[src/verilog/nvc_pkg.sv]
/*
 * Constants shared by the nonvolatile SRAM host controller: pin widths,
 * unlock address sequence, command codes and timing counts.
 * Assumes a 50 MHz system clock.
 */
package nvc_pkg;

    // ------------------------------------------------------------------
    // widths
    // ------------------------------------------------------------------
    localparam int ADDR_W = 13;
    localparam int DATA_W = 8;
    localparam int TMR_W = 20;
    localparam int STEP_W = 3;

    // ------------------------------------------------------------------
    // software sequence addresses
    // ------------------------------------------------------------------
    localparam logic [ADDR_W-1:0] SEQ_ADDR_0 = 13'h0000;
    localparam logic [ADDR_W-1:0] SEQ_ADDR_1 = 13'h1555;
    localparam logic [ADDR_W-1:0] SEQ_ADDR_2 = 13'h0AAA;
    localparam logic [ADDR_W-1:0] SEQ_ADDR_3 = 13'h1FFF;
    localparam logic [ADDR_W-1:0] SEQ_ADDR_4 = 13'h10F0;
    localparam logic [ADDR_W-1:0] SEQ_ADDR_STORE = 13'h0F0F;
    localparam logic [ADDR_W-1:0] SEQ_ADDR_RECALL = 13'h0F0E;
    localparam logic [STEP_W-1:0] SEQ_LAST_STEP = 3'h5;

    // ------------------------------------------------------------------
    // commands
    // ------------------------------------------------------------------
    typedef enum logic [2:0] {
        OP_READ = 3'h0,
        OP_WRITE = 3'h1,
        OP_SW_STORE = 3'h2,
        OP_SW_RECALL = 3'h3,
        OP_HW_STORE = 3'h4
    } nvc_op_e;

    // ------------------------------------------------------------------
    // timing, in ns, and derived clock counts (rounded up)
    // ------------------------------------------------------------------
    localparam int CLK_NS = 20;
    localparam int SYNC_CYCLES = 2;
    localparam int SELECT_TO_DATA_VALID_NS = 55;
    localparam int SEQUENCE_SELECT_PULSE_MIN_NS = 45;
    localparam int WRITE_PULSE_NS = 45;
    localparam int RECALL_NS = 20000;
    localparam int STORE_ASSERT_NS = 250;
    localparam int STORE_RECOVER_NS = 300;
    localparam int STORE_NS = 10000000;

    localparam logic [TMR_W-1:0] READ_CYCLES =
        TMR_W'((SELECT_TO_DATA_VALID_NS + CLK_NS - 1) / CLK_NS + SYNC_CYCLES);
    localparam logic [TMR_W-1:0] SEQ_PULSE_CYCLES =
        TMR_W'((SEQUENCE_SELECT_PULSE_MIN_NS + CLK_NS - 1) / CLK_NS);
    localparam logic [TMR_W-1:0] WRITE_CYCLES = TMR_W'((WRITE_PULSE_NS + CLK_NS - 1) / CLK_NS);
    localparam logic [TMR_W-1:0] RECALL_CYCLES = TMR_W'((RECALL_NS + CLK_NS - 1) / CLK_NS);
    localparam logic [TMR_W-1:0] ASSERT_CYCLES = TMR_W'((STORE_ASSERT_NS + CLK_NS - 1) / CLK_NS);
    localparam logic [TMR_W-1:0] RECOVER_CYCLES =
        TMR_W'((STORE_RECOVER_NS + CLK_NS - 1) / CLK_NS + SYNC_CYCLES);
    localparam int STORE_CYCLES_DEF = (STORE_NS + CLK_NS - 1) / CLK_NS;

endpackage : nvc_pkg

[src/verilog/nvc_host.sv]
/*
 * Host-side controller for an 8K x 8 SRAM with nonvolatile shadow cells.
 * Drives address, chip enable, write enable, output enable, the data lines
 * and the open-drain store/busy line; offers read, write, software store,
 * software recall and pin store on a simple command port.
 * Assumes the pins are joined to the memory by the bench; inputs from the
 * pins are asynchronous and are synchronised here.
 */
`timescale 1ns/1ns
`default_nettype none

// Functional notes
// six reads ending 0F0F start store
// same five, then 0F0E starts recall
// nothing may interrupt the six reads
// write enable high while chip enabled
// each step clocked by a chip-enable pulse
// device runs nonvolatile cycle alone, outputs off
// store erases then programs nonvolatile cells
// memory usable again after store time
// recall clears then reloads memory, repeatable
// read when enabled, output enabled, idle
// read outputs follow address until deselect
// write with enable low, address held stable
// device floats outputs when write starts
// host keeps output enable high writing
// memory blocked during nonvolatile cycle
// device stores on supply loss
// device recalls at power-up and recovery
// low hold-up supply inhibits external stores
// short select pulse still counts as step
// no chip-enable glitches during sequence
// never write-state at power-up recall end
// pin store runs only after a write
// software store always runs
// after pin store, blocked until line high
// wrong address or write restarts sequence
module nvc_host
    import nvc_pkg::*;
#(
    parameter int STORE_CYCLES = nvc_pkg::STORE_CYCLES_DEF
)
(
    // clock and reset
    input wire logic clk,
    input wire logic rstn,
    // command port
    input wire logic cmd_valid,
    input wire logic [2:0] cmd_op,
    input wire logic [nvc_pkg::ADDR_W-1:0] cmd_addr,
    input wire logic [nvc_pkg::DATA_W-1:0] cmd_wdata,
    output logic cmd_ready,
    output logic rsp_valid,
    output logic [nvc_pkg::DATA_W-1:0] rsp_rdata,
    // memory pins
    output logic [nvc_pkg::ADDR_W-1:0] address_lines,
    output logic chip_enable_n,
    output logic write_enable_n,
    output logic output_enable_n,
    input wire logic [nvc_pkg::DATA_W-1:0] data_lines_in,
    output logic [nvc_pkg::DATA_W-1:0] data_lines_out,
    output logic data_lines_oe,
    input wire logic store_busy_n_in,
    output logic store_busy_n_out,
    output logic store_busy_n_oe
);

    import nvc_pkg::*;

    // ------------------------------------------------------------------
    // types and state
    // ------------------------------------------------------------------
    typedef enum logic [2:0] {
        ST_IDLE = 3'h0,
        ST_SETUP = 3'h1,
        ST_STROBE = 3'h3,
        ST_RELEASE = 3'h2,
        ST_NV_WAIT = 3'h6,
        ST_PIN_DRIVE = 3'h4,
        ST_PIN_REL = 3'h5
    } nvc_state_e;

    localparam logic [TMR_W-1:0] STORE_WAIT = TMR_W'(STORE_CYCLES);

    nvc_state_e state_r;
    nvc_op_e op_r;
    logic [STEP_W-1:0] step_r;
    logic pend_r;
    logic tmr_load_r;
    logic [TMR_W-1:0] tmr_val_r;
    logic tmr_expired;
    logic busy_s1_r;
    logic busy_s2_r;
    logic [DATA_W-1:0] data_s1_r;
    logic [DATA_W-1:0] data_s2_r;

    // ------------------------------------------------------------------
    // decode
    // ------------------------------------------------------------------
    wire is_read = (op_r == OP_READ);
    wire is_write = (op_r == OP_WRITE);
    wire is_seq = (op_r == OP_SW_STORE) || (op_r == OP_SW_RECALL);
    wire seq_done = (step_r == SEQ_LAST_STEP);
    wire line_high = busy_s2_r;
    wire [STEP_W-1:0] step_nxt = step_r + STEP_W'(1);
    wire [ADDR_W-1:0] final_addr = (op_r == OP_SW_STORE) ? SEQ_ADDR_STORE : SEQ_ADDR_RECALL;
    wire [ADDR_W-1:0] next_seq_addr =
        (step_nxt == 3'h1) ? SEQ_ADDR_1 :
        (step_nxt == 3'h2) ? SEQ_ADDR_2 :
        (step_nxt == 3'h3) ? SEQ_ADDR_3 :
        (step_nxt == 3'h4) ? SEQ_ADDR_4 : final_addr;
    wire cmd_is_seq = (cmd_op == OP_SW_STORE) || (cmd_op == OP_SW_RECALL);
    wire cmd_legal = (cmd_op <= OP_HW_STORE);
    wire [TMR_W-1:0] pulse_len = is_read ? READ_CYCLES : (is_write ? WRITE_CYCLES : SEQ_PULSE_CYCLES);
    wire [TMR_W-1:0] nv_len = (op_r == OP_SW_STORE) ? STORE_WAIT : RECALL_CYCLES;

    // ------------------------------------------------------------------
    // synchronisers
    // ------------------------------------------------------------------
    always_ff @(posedge clk)
    begin
        if (!rstn)
        begin
            busy_s1_r <= 1'b1;
            busy_s2_r <= 1'b1;
            data_s1_r <= '0;
            data_s2_r <= '0;
        end
        else
        begin
            busy_s1_r <= store_busy_n_in;
            busy_s2_r <= busy_s1_r;
            data_s1_r <= data_lines_in;
            data_s2_r <= data_s1_r;
        end
    end

    // ------------------------------------------------------------------
    // phase timer; reset value covers the power-up recall
    // ------------------------------------------------------------------
    nvc_timer #(
        .RESET_VAL(RECALL_CYCLES)
    ) u_timer (
        .clk(clk),
        .rstn(rstn),
        .load(tmr_load_r),
        .load_val(tmr_val_r),
        .expired(tmr_expired)
    );

    // ------------------------------------------------------------------
    // sequencer
    // ------------------------------------------------------------------
    always_ff @(posedge clk)
    begin
        if (!rstn)
        begin
            state_r <= ST_NV_WAIT;
            op_r <= OP_READ;
            step_r <= '0;
            pend_r <= 1'b0;
            tmr_load_r <= 1'b0;
            tmr_val_r <= '0;
            cmd_ready <= 1'b0;
            rsp_valid <= 1'b0;
            rsp_rdata <= '0;
            address_lines <= '0;
            chip_enable_n <= 1'b1;
            write_enable_n <= 1'b1;
            output_enable_n <= 1'b1;
            data_lines_out <= '0;
            data_lines_oe <= 1'b0;
            store_busy_n_out <= 1'b0;
            store_busy_n_oe <= 1'b0;
        end
        else
        begin
            tmr_load_r <= 1'b0;
            rsp_valid <= 1'b0;
            unique case (state_r)
                ST_IDLE:
                begin
                    if (cmd_valid && cmd_legal)
                    begin
                        op_r <= nvc_op_e'(cmd_op);
                        pend_r <= 1'b1;
                        cmd_ready <= 1'b0;
                        step_r <= '0;
                        address_lines <= cmd_is_seq ? SEQ_ADDR_0 : cmd_addr;
                        data_lines_out <= cmd_wdata;
                        tmr_load_r <= 1'b1;
                        if (cmd_op == OP_HW_STORE)
                        begin
                            tmr_val_r <= ASSERT_CYCLES;
                            store_busy_n_oe <= 1'b1;
                            state_r <= ST_PIN_DRIVE;
                        end
                        else
                        begin
                            data_lines_oe <= (cmd_op == OP_WRITE);
                            state_r <= ST_SETUP;
                        end
                    end
                end
                ST_SETUP:
                begin
                    // address settled one cycle before select
                    chip_enable_n <= 1'b0;
                    write_enable_n <= !is_write;
                    output_enable_n <= !is_read;
                    tmr_load_r <= 1'b1;
                    tmr_val_r <= pulse_len;
                    state_r <= ST_STROBE;
                end
                ST_STROBE:
                begin
                    if (tmr_expired)
                    begin
                        // data captured by the memory on this rising edge
                        chip_enable_n <= 1'b1;
                        write_enable_n <= 1'b1;
                        output_enable_n <= 1'b1;
                        if (is_read)
                            rsp_rdata <= data_s2_r;
                        state_r <= ST_RELEASE;
                    end
                end
                ST_RELEASE:
                begin
                    data_lines_oe <= 1'b0;
                    if (is_seq && !seq_done)
                    begin
                        // steps follow back to back, no other access between
                        step_r <= step_nxt;
                        address_lines <= next_seq_addr;
                        state_r <= ST_SETUP;
                    end
                    else if (is_seq)
                    begin
                        tmr_load_r <= 1'b1;
                        tmr_val_r <= nv_len;
                        state_r <= ST_NV_WAIT;
                    end
                    else
                    begin
                        rsp_valid <= 1'b1;
                        pend_r <= 1'b0;
                        cmd_ready <= 1'b1;
                        state_r <= ST_IDLE;
                    end
                end
                ST_NV_WAIT:
                begin
                    // memory stays deselected until the cycle ends
                    if (tmr_expired && line_high)
                    begin
                        rsp_valid <= pend_r;
                        pend_r <= 1'b0;
                        cmd_ready <= 1'b1;
                        state_r <= ST_IDLE;
                    end
                end
                ST_PIN_DRIVE:
                begin
                    if (tmr_expired)
                    begin
                        store_busy_n_oe <= 1'b0;
                        tmr_load_r <= 1'b1;
                        tmr_val_r <= RECOVER_CYCLES;
                        state_r <= ST_PIN_REL;
                    end
                end
                ST_PIN_REL:
                begin
                    // device holds the line low while it stores
                    if (tmr_expired && line_high)
                    begin
                        rsp_valid <= 1'b1;
                        pend_r <= 1'b0;
                        cmd_ready <= 1'b1;
                        state_r <= ST_IDLE;
                    end
                end
                default:
                begin
                    state_r <= ST_IDLE;
                    cmd_ready <= 1'b1;
                end
            endcase
        end
    end

endmodule : nvc_host

`default_nettype wire

[src/verilog/nvc_timer.sv]
/*
 * Down counter used by the controller for every timed phase.
 * Assumes load and value come from logic on the same clock.
 */
`timescale 1ns/1ns
`default_nettype none

module nvc_timer
    import nvc_pkg::*;
#(
    parameter logic [nvc_pkg::TMR_W-1:0] RESET_VAL = nvc_pkg::RECALL_CYCLES
)
(
    // clock and reset
    input wire logic clk,
    input wire logic rstn,
    // control
    input wire logic load,
    input wire logic [nvc_pkg::TMR_W-1:0] load_val,
    // status
    output logic expired
);

    logic [TMR_W-1:0] cnt_r;
    logic [TMR_W-1:0] cnt_nxt;
    wire cnt_zero = (cnt_r == '0);

    assign cnt_nxt = load ? load_val : (cnt_zero ? cnt_r : cnt_r - TMR_W'(1));
    // a pending load masks a stale zero
    assign expired = cnt_zero && !load;

    always_ff @(posedge clk)
    begin
        if (!rstn)
            cnt_r <= RESET_VAL;
        else
            cnt_r <= cnt_nxt;
    end

endmodule : nvc_timer

`default_nettype wire
[config.mk]
export PLATFORM = sky130hd
export DESIGN_NAME = nvc_host
export DESIGN_NICKNAME = d
export VERILOG_FILES = /design/src/verilog/nvc_pkg.sv /design/src/verilog/nvc_host.sv /design/src/verilog/nvc_timer.sv
export SDC_FILE = /design/constraint.sdc
export NUM_CORES = 1
export LEC_CHECK = 0
export ABC_CLOCK_PERIOD_IN_PS = 7600
export BUFFER_PORTS_ARGS = -buffer_cell sky130_fd_sc_hd__buf_2
export CORE_AREA = 5 5 101 84
export DETAILED_ROUTE_END_ITERATION = 10
export DIE_AREA = 0 0 106 89
export PLACE_DENSITY = 0.83
export SYNTH_ARGS = -nofsm -noshare
export SYNTH_HDL_FRONTEND = slang
export SYNTH_HIERARCHICAL = 1
export SYNTH_SLANG_ARGS = --single-unit
[constraint.sdc]
create_clock -name clk -period 7.6 [get_ports clk]
set_input_delay 0.38 -clock clk [delete_from_list [all_inputs] [get_ports clk]]
set_output_delay 0.38 -clock clk [all_outputs]
set_load 0.02 [all_outputs]
==> flow_summary.toml, run 1 <==
[status]
status = "complete, no violations"

[yosys]
ys.flop_type = "dfxtp_1"
yosys_warnings = 6
synth_cells = 505
ys_seq_area_frac = 0.431
ys_seq_elements = 93
async_flop_share = 0
synth_cell_type_count = 67
syn_area_mm2 = 0.00432
syn_area_per_cell_um2 = 8.56
synth_edf_count = 0

[clock_tree]
clk_pin_slew_worst_paths_ns = 0.09
htree_levels = 3
clk_latency_ns = 0.37
post-cts-setup-buffers = 0
cts_root_buf = "clkbuf_8"
cts-resized-gates = 0
clockBufferDepth = 2
ctsHoldBuffers = 0
cts_buffers = 9
cts_tree = "yes"
clock-sinks = 93

[cells_and_area]
drive_above_1_share = 0.182
final_common_cell = "dfxtp_1"
diodes = 0
final_cell_mix = "93 x dfxtp_1, 71 x nand2_1, 71 x buf_2"
fin_util = 0.668
area_growth_syn_to_layout_pct = 12.5
fillCellCount = 599
nets = 605
final_cell_area_mm2 = 0.00487

[timing]
rsz0062_at_grt = "false"
worst_slew_pin_slew_ns = 1.11
maxSlewViolCount = 0
setup_tns_ns = 0
min_period_over_period = 0.419
setup_violations = 0
slew_headroom = 0.262
max_freq_mhz = 314
skew_ns = 0.00868
hold_viol_final = 0
finalCriticalPeriod_ns = 3.18

[die]
die_h_um = 89
io_pins = 73
num_rows = 28
dieArea_mm2 = 0.00943
die_x_um = 106
core_mm2 = 0.00729
initial_core_util = 0.593

[power_and_ir_drop]
power.density_mw_per_mm2 = 181
peakVddDrop_mv = 0.130
leakage_nw = 2.07
power_mw = 0.879

[worst_setup_path]
crit_required_ns = 7.91
worstPathArrival_ns = 3.49
worstPathMaxFanout = 19
critPathCaptureType = "register"
critPathKind = "register to register"
start_kind = "register"
reg2reg_depth = 4

[routing]
via_count = 3851
drt_iter0_drc = 325
wl_per_cell_um = 15.0
ant_nets = 0
dr.pass1.iters = 5
drc = 0
routed_wl_um = 9850
drt-vias-per-instance = 5.86

[grt]
grt_pass1_wl_um = 16600
grtUsageTotal = 0.217
grt_pass1_vias = 3601
antenna_found_initial = 0
grt_max_degree = 65
grt-ovfl-total = 0

[place]
portBuffers = 71
place.gp.congestion = 0.884
hpwl_um = 6820
place_area_mm2 = 0.00467

[hold_path]
whs_path_depth = 2
hp-class = "input pin to register"

[run]
maxCapViolCount = 0
## registers in the layout, indices dropped and copies added, names as in the netlist, 3 cells and up
register / count
data_lines_out: 8
data_s1_r: 8
data_s2_r: 8
state_r: 3
u_timer/cnt_r: 20
op_r: 3
rsp_rdata: 8
step_r: 3
tmr_val_r: 8
address_lines: 13
## synth_stat cells (3+ instances only)
library cell	instances	area share
a222oi_1	3	0.0069
or3_1	3	0.0043
o211ai_1	6	0.010
and3_1	4	0.0058
nand2_1	71	0.062
a21oi_1	41	0.047
xnor2_1	5	0.010
dfxtp_1	93	0.43
nor3b_1	5	0.0087
o31ai_1	12	0.021
nand2b_1	6	0.0087
inv_1	13	0.011
buf_6	3	0.0078
nor3_1	12	0.014
and2_1	19	0.027
nor2b_1	6	0.0087
a211oi_1	6	0.010
clkbuf_1	19	0.016
nor2_1	38	0.033
ha_1	7	0.020
a311oi_1	3	0.0061
buf_2	6	0.0069
nand3_1	14	0.016
o41ai_1	3	0.0061
xor2_1	3	0.0061
o21ai_0	26	0.030
nor4_1	4	0.0058
mux2i_1	18	0.042
## stage by stage
stage / hold WS (ns) / setup slack, ns / instances
final: 0.213 / 4.42 / 657
after global routing: 0.194 / 4.19 / 657
after CTS: 0.192 / 4.45 / 657
after detailed placement: 0.397 / 4.53 / 641
after global placement: 0.390 / 4.59 / 641
after floorplan: 0.386 / 5.13 / 510
## power by group
group          total, mW  internal (mW)  leakage, nW  switching [mW]
logic             0.0494         0.0215         1.21          0.0279
clock network      0.327          0.137        0.103           0.190
registers          0.502          0.496        0.755         0.00658
total              0.879          0.654         2.07           0.225
## logic make-up after synthesis
kind of cell / count (synthesis) / synth area share
xor gates and xnor gates: 8 / 0.0162
muxes: 19 / 0.0443
AOI/OAI and AO/OA: 128 / 0.194
buffers and inverters: 44 / 0.0460
and+or+nand+nor: 204 / 0.245
other: 1 / 0.000867
adders and majority gates: 8 / 0.0226
DFF: 93 / 0.431
## layout make-up
| cell class | instances | area, um^2 | share of cell area |
|---|---|---|---|
| Multi-Input combinational cell | 373 | 2280 | 0.469 |
| Sequential cell | 93 | 1860 | 0.383 |
| Timing Repair Buffer | 72 | 363 | 0.0746 |
| Clock buffer | 10 | 138 | 0.0283 |
| Tap cell | 90 | 113 | 0.0231 |
| Clock inverter | 6 | 60.1 | 0.0123 |
| Inverter | 13 | 48.8 | 0.0100 |
## per-layer routing
layer	global-route usage	wire [um]
met1	0.286	4580
met2	0.342	4360
met3	0.0693	774
met4	0.0694	138
met5	0	0
## worst max-delay path, cell delays in order (launching register included)
cell and delay, ns:
dfxtp_1 0.70, nor3b_1 0.95, and3_1 0.73, a2111o_1 0.48, o221a_2 0.26
## worst paths after layout
kind	from	endpoint	slack (ns)
max reg2reg	state_r[1]$_SDFFE_PN1P_	store_busy_n_oe$_SDFFE_PN0P_	4.42
max	state_r[1]$_SDFFE_PN1P_	store_busy_n_oe$_SDFFE_PN0P_	4.42
min	store_busy_n_in	busy_s1_r$_SDFF_PN1_	0.21
min reg2reg	busy_s1_r$_SDFF_PN1_	busy_s2_r$_SDFF_PN1_	0.42
Note: power is estimated with default switching activity, not from simulation.
==> run 2: changes to the inputs <==
- ABC_CLOCK_PERIOD_IN_PS: 7600 -> 2900
- CORE_AREA: 5 5 101 84 -> 5 5 109 91
- DIE_AREA: 0 0 106 89 -> 0 0 114 96
- PLACE_DENSITY: 0.83 -> 0.75
- clock period: 7.6 -> 2.9 ns (I/O delays scaled with it)
==> flow_summary.toml, run 2 (synthesis results as in run 1) <==
[status]
status = "complete, no violations"

[die]
num_rows = 31
dieArea_mm2 = 0.0109
io_pins = 73
die_h_um = 96
initial_core_util = 0.495
core_mm2 = 0.00873
die_x_um = 114

[timing]
rsz0062_at_grt = "false"
hold_viol_final = 0
setup_tns_ns = 0
skew_ns = 0.00656
min_period_over_period = 0.912
max_freq_mhz = 378
finalCriticalPeriod_ns = 2.64
maxSlewViolCount = 0
slew_headroom = 0.435
worst_slew_pin_slew_ns = 0.844
setup_violations = 0

[power_and_ir_drop]
leakage_nw = 2.16
power_mw = 2.44
power.density_mw_per_mm2 = 478
peakVddDrop_mv = 0.324

[grt]
grt_pass1_vias = 3622
antenna_found_initial = 0
grt_max_degree = 34
grt-ovfl-total = 0
grtUsageTotal = 0.193
grt_pass1_wl_um = 17100

[clock_tree]
clk_latency_ns = 0.36
post-cts-setup-buffers = 0
cts_tree = "yes"
htree_levels = 3
clockBufferDepth = 2
clk_pin_slew_worst_paths_ns = 0.10
cts_buffers = 9
clock-sinks = 93
cts_root_buf = "clkbuf_8"

[place]
portBuffers = 71
hpwl_um = 7090
place.gp.congestion = 0.842
place_area_mm2 = 0.00477

[routing]
dr.pass1.iters = 5
drc = 0
drt_iter0_drc = 262
drt-vias-per-instance = 5.63
ant_nets = 0
routed_wl_um = 10500
via_count = 3949
wl_per_cell_um = 15.0

[worst_setup_path]
cp.buffers_inverters = 1
slowest_delay_ns = 0.58
worstPathCellList = "or4_4 > nor4_2 > and4b_1 > nand2_1 > o311a_1 > a2111o_1 > buf_4 > mux2i_1"
worstPathMaxFanout = 7
cpMaxStageDelayCell = "or4_4"
start_kind = "register"
critPathKind = "register to register"
critPathTopFamily = "simple AND/OR/NAND/NOR gates"
critPathCaptureType = "register"
worstPathArrival_ns = 2.92
crit_required_ns = 3.18

[cells_and_area]
nets = 624
largest_register_ffs = 20
diodes = 0
final_common_cell = "dfxtp_1"
area.sequential_mm2 = 0.00186
area_growth_syn_to_layout_pct = 17.9
final_cell_area_mm2 = 0.00510
fillCellCount = 766
final_cell_mix = "93 x dfxtp_1, 71 x nand2_1, 71 x buf_2"
multi_input_area_mm2 = 0.00229
top_register = "u_timer/cnt_r"
top_regs = "u_timer/cnt_r x20, address_lines x13"
drive_above_1_share = 0.191

[run]
maxCapViolCount = 0

[hold_path]
hp-class = "input pin to register"
## run 2: changes by cell type in the layout (fill, tap and decap cells not counted), sizes merged
cell / delta
buf: +9
bufinv: +2
clkbuf: -1
clkinv: -2
clkinvlp: +1
dlygate4sd3: +10
## run 2: metrics by stage
stage	setup WS [ns]	hold slack (ns)	cells	util
finish	0.257	0.0202	701	0.584
global placement	0.263	0.350	675	0.546
global route	0.0107	0.0116	701	0.584
CTS	0.173	0.00218	700	0.583
floorplan	0.431	0.246	510	-
detailed placement	0.174	0.354	675	0.546
## run 2: power breakdown
part / switching [mW] / internal, mW / total, mW
clock network: 0.483 / 0.498 / 0.981
logic: 0.0734 / 0.0664 / 0.140
registers: 0.0175 / 1.30 / 1.32
total: 0.574 / 1.86 / 2.44
## run 2: repair_timing
action | in CTS | in global routing
hold endpoints to repair | 9 | 1
gates resized for setup | 0 | 1
hold buffers | 9 | 1
endpoints found under the setup margin | 0 | 8
## run 2: worst reg2reg max path: stages (launching register included)
cell,delay (ns)
dfxtp_1,0.37
or4_4,0.58
nor4_2,0.24
and4b_1,0.27
nand2_1,0.07
o311a_1,0.12
a2111o_1,0.53
buf_4,0.22
mux2i_1,0.17
## run 2: layer usage
metal	track usage	vias to the layer above	part of all wire
met2	0.298	148	0.45
met5	0	-	0
met1	0.260	1831	0.46
li1	-	1961	-
met3	0.0515	9	0.081
met4	0.0702	0	0.0097
## run 2: cell type report
type	instances	share of cell area
clock buffers	9	0.0243
clock inverters	7	0.0201
inverters	13	0.00957
multi-input cells	373	0.449
flip-flops and latches	93	0.365
well taps	115	0.0282
repair buffers	91	0.104
## run 2: worst paths after layout
kind | end | slack (ns) | cells past startpoint | from
worst min register to register | busy_s2_r$_SDFF_PN1_ | 0.43 | 1 | busy_s1_r$_SDFF_PN1_
worst max register to register | tmr_val_r[8]$_SDFFE_PN0P_ | 0.26 | 8 | u_timer/cnt_r[11]$_SDFFE_PN0N_
worst max-delay path | tmr_val_r[8]$_SDFFE_PN0P_ | 0.26 | 8 | u_timer/cnt_r[11]$_SDFFE_PN0N_
worst min-delay path | address_lines[9]$_SDFFE_PN0P_ | 0.02 | 3 | cmd_addr[9]
==> run 3: changes to the inputs <==
- ABC_CLOCK_PERIOD_IN_PS: 2900 -> 2300
- clock period: 2.9 -> 2.3 ns (I/O delays scaled with it)
==> flow_summary.toml, run 3 (synthesis results as in run 1) <==
[timing]
skew_ns = 0.0162
worst_slew_pin_slew_ns = 1.07
min_period_over_period = 1.05
max_freq_mhz = 415
setup_tns_ns = -1.18
hold_viol_final = 0
maxSlewViolCount = 0
fin_ws_ns = -0.112
slew_headroom = 0.286
finalCriticalPeriod_ns = 2.41
holdWs_ns = 0.0284
rsz0062_at_grt = "true"
setup_violations = 21

[power_and_ir_drop]
power_mw = 3.07
peakVddDrop_mv = 0.474
power.density_mw_per_mm2 = 562
leakage_nw = 2.34

[worst_setup_path]
reg2reg_slack_ns = -0.11
start_kind = "register"
worstPathArrival_ns = 2.66
critPathKind = "register to register"
r2r_end = "rsp_rdata[0]$_SDFFE_PN0P_"
reg2reg_depth = 9
r2r-start = "u_timer/cnt_r[7]$_SDFFE_PN1N_"
crit_required_ns = 2.54
worstSetupStartpoint = "u_timer/cnt_r[7]$_SDFFE_PN1N_"
worstPathMaxFanout = 8
critPathCaptureType = "register"

[clock_tree]
cts_tree = "yes"
htree_levels = 3
clock-sinks = 93
clk_latency_ns = 0.38
clockBufferDepth = 2
cts_root_buf = "clkbuf_8"
cts_buffers = 9
clk_pin_slew_worst_paths_ns = 0.10

[routing]
drt-vias-per-instance = 5.61
via_count = 4142
drt_iter0_drc = 244
dr.pass1.iters = 6
wl_per_cell_um = 15.4
drc = 0
ant_nets = 0
routed_wl_um = 11300

[cells_and_area]
top_regs = "u_timer/cnt_r x20, address_lines x13"
final_cell_mix = "90 x dfxtp_1, 71 x buf_2, 70 x nand2_1"
drive_above_1_share = 0.225
area.sequential_mm2 = 0.00187
final_common_cell = "dfxtp_1"
area_growth_syn_to_layout_pct = 26.6
diodes = 0
nets = 661
top_register = "u_timer/cnt_r"
fillCellCount = 729
largest_register_ffs = 20
final_cell_area_mm2 = 0.00547
multi_input_area_mm2 = 0.00232

[grt]
grtUsageTotal = 0.210
grt_pass1_wl_um = 18500
grt-ovfl-total = 0
grt_max_degree = 29
antenna_found_initial = 0
grt_pass1_vias = 3965

[die]
die_h_um = 96
initial_core_util = 0.495
num_rows = 31
die_x_um = 114
core_mm2 = 0.00873
io_pins = 73
dieArea_mm2 = 0.0109

[hold_path]
whs_endpoint = "address_lines[5]$_SDFFE_PN0P_"
hp-class = "input pin to register"
whs_path_depth = 3
min_from = "cmd_addr[5]"

[place]
place_area_mm2 = 0.00491
place.gp.congestion = 0.847
portBuffers = 71
hpwl_um = 7540

[status]
status = "finished with violations"
violations = "negative setup slack"

[run]
maxCapViolCount = 0
[run 3: per-layer routing]
| metal | global-route usage | part of all wire | up-vias |
|---|---|---|---|
| met4 | 0.0781 | 0.020 | 0 |
| met5 | 0 | 0 | - |
| met3 | 0.0723 | 0.081 | 28 |
| met2 | 0.323 | 0.45 | 164 |
| met1 | 0.275 | 0.45 | 1926 |
| li1 | - | - | 2024 |
[run 3: repair_timing]
action / 4_1_cts / 5_1_grt
buffers inserted: 2 / 2
hold buffers: 27 / 0
endpoints found under the hold margin: 27 / 0
endpoints found under the setup margin: 21 / 22
gates resized for setup: 6 / 7
pin swaps: 5 / 7
[run 3: power by group]
part           leakage, nW  switching [mW]  internal [mW]
registers            0.754          0.0205           1.64
clock network        0.104           0.594          0.617
logic                 1.48           0.101          0.104
total                 2.34           0.715           2.36
[run 3: worst max-delay path, stage by stage (launching register included)]
cell and delay (ns):
dfxtp_2 0.33, or4_4 0.55, nor4_4 0.23, and4b_2 0.30
buf_6 0.11, nand4b_1 0.19, nor2_4 0.17, buf_12 0.15
mux2i_1 0.20, nor2_1 0.06
[run 3: cell type report]
class	count	area share
timing repair buffer	128	0.160
inverter	13	0.00892
sequential	93	0.341
clock buffer	11	0.0240
tap	115	0.0263
multi-input combinational	373	0.425
clock inverter	5	0.0155
[run 3: worst max path at each step]
stage	end	slack, ns
finish	rsp_rdata[0]$_SDFFE_PN0P_	-0.11
global placement	tmr_val_r[1]$_SDFFE_PN0P_	-0.04
CTS	rsp_rdata[0]$_SDFFE_PN0P_	-0.12
detailed placement	rsp_rdata[5]$_SDFFE_PN0P_	-0.11
floorplan	tmr_val_r[1]$_SDFFE_PN0P_	-0.04
global route	rsp_rdata[3]$_SDFFE_PN0P_	-0.23
[run 3: through the flow]
step           worst slack, ns  instances  utilization
3_3_place_gp           -0.0444        691        0.562
3_5_place_dp            -0.110        691        0.562
4_1_cts                 -0.121        736        0.623
6_report                -0.112        738        0.627
5_1_grt                 -0.227        738        0.627
2_1_floorplan          -0.0357        510            -
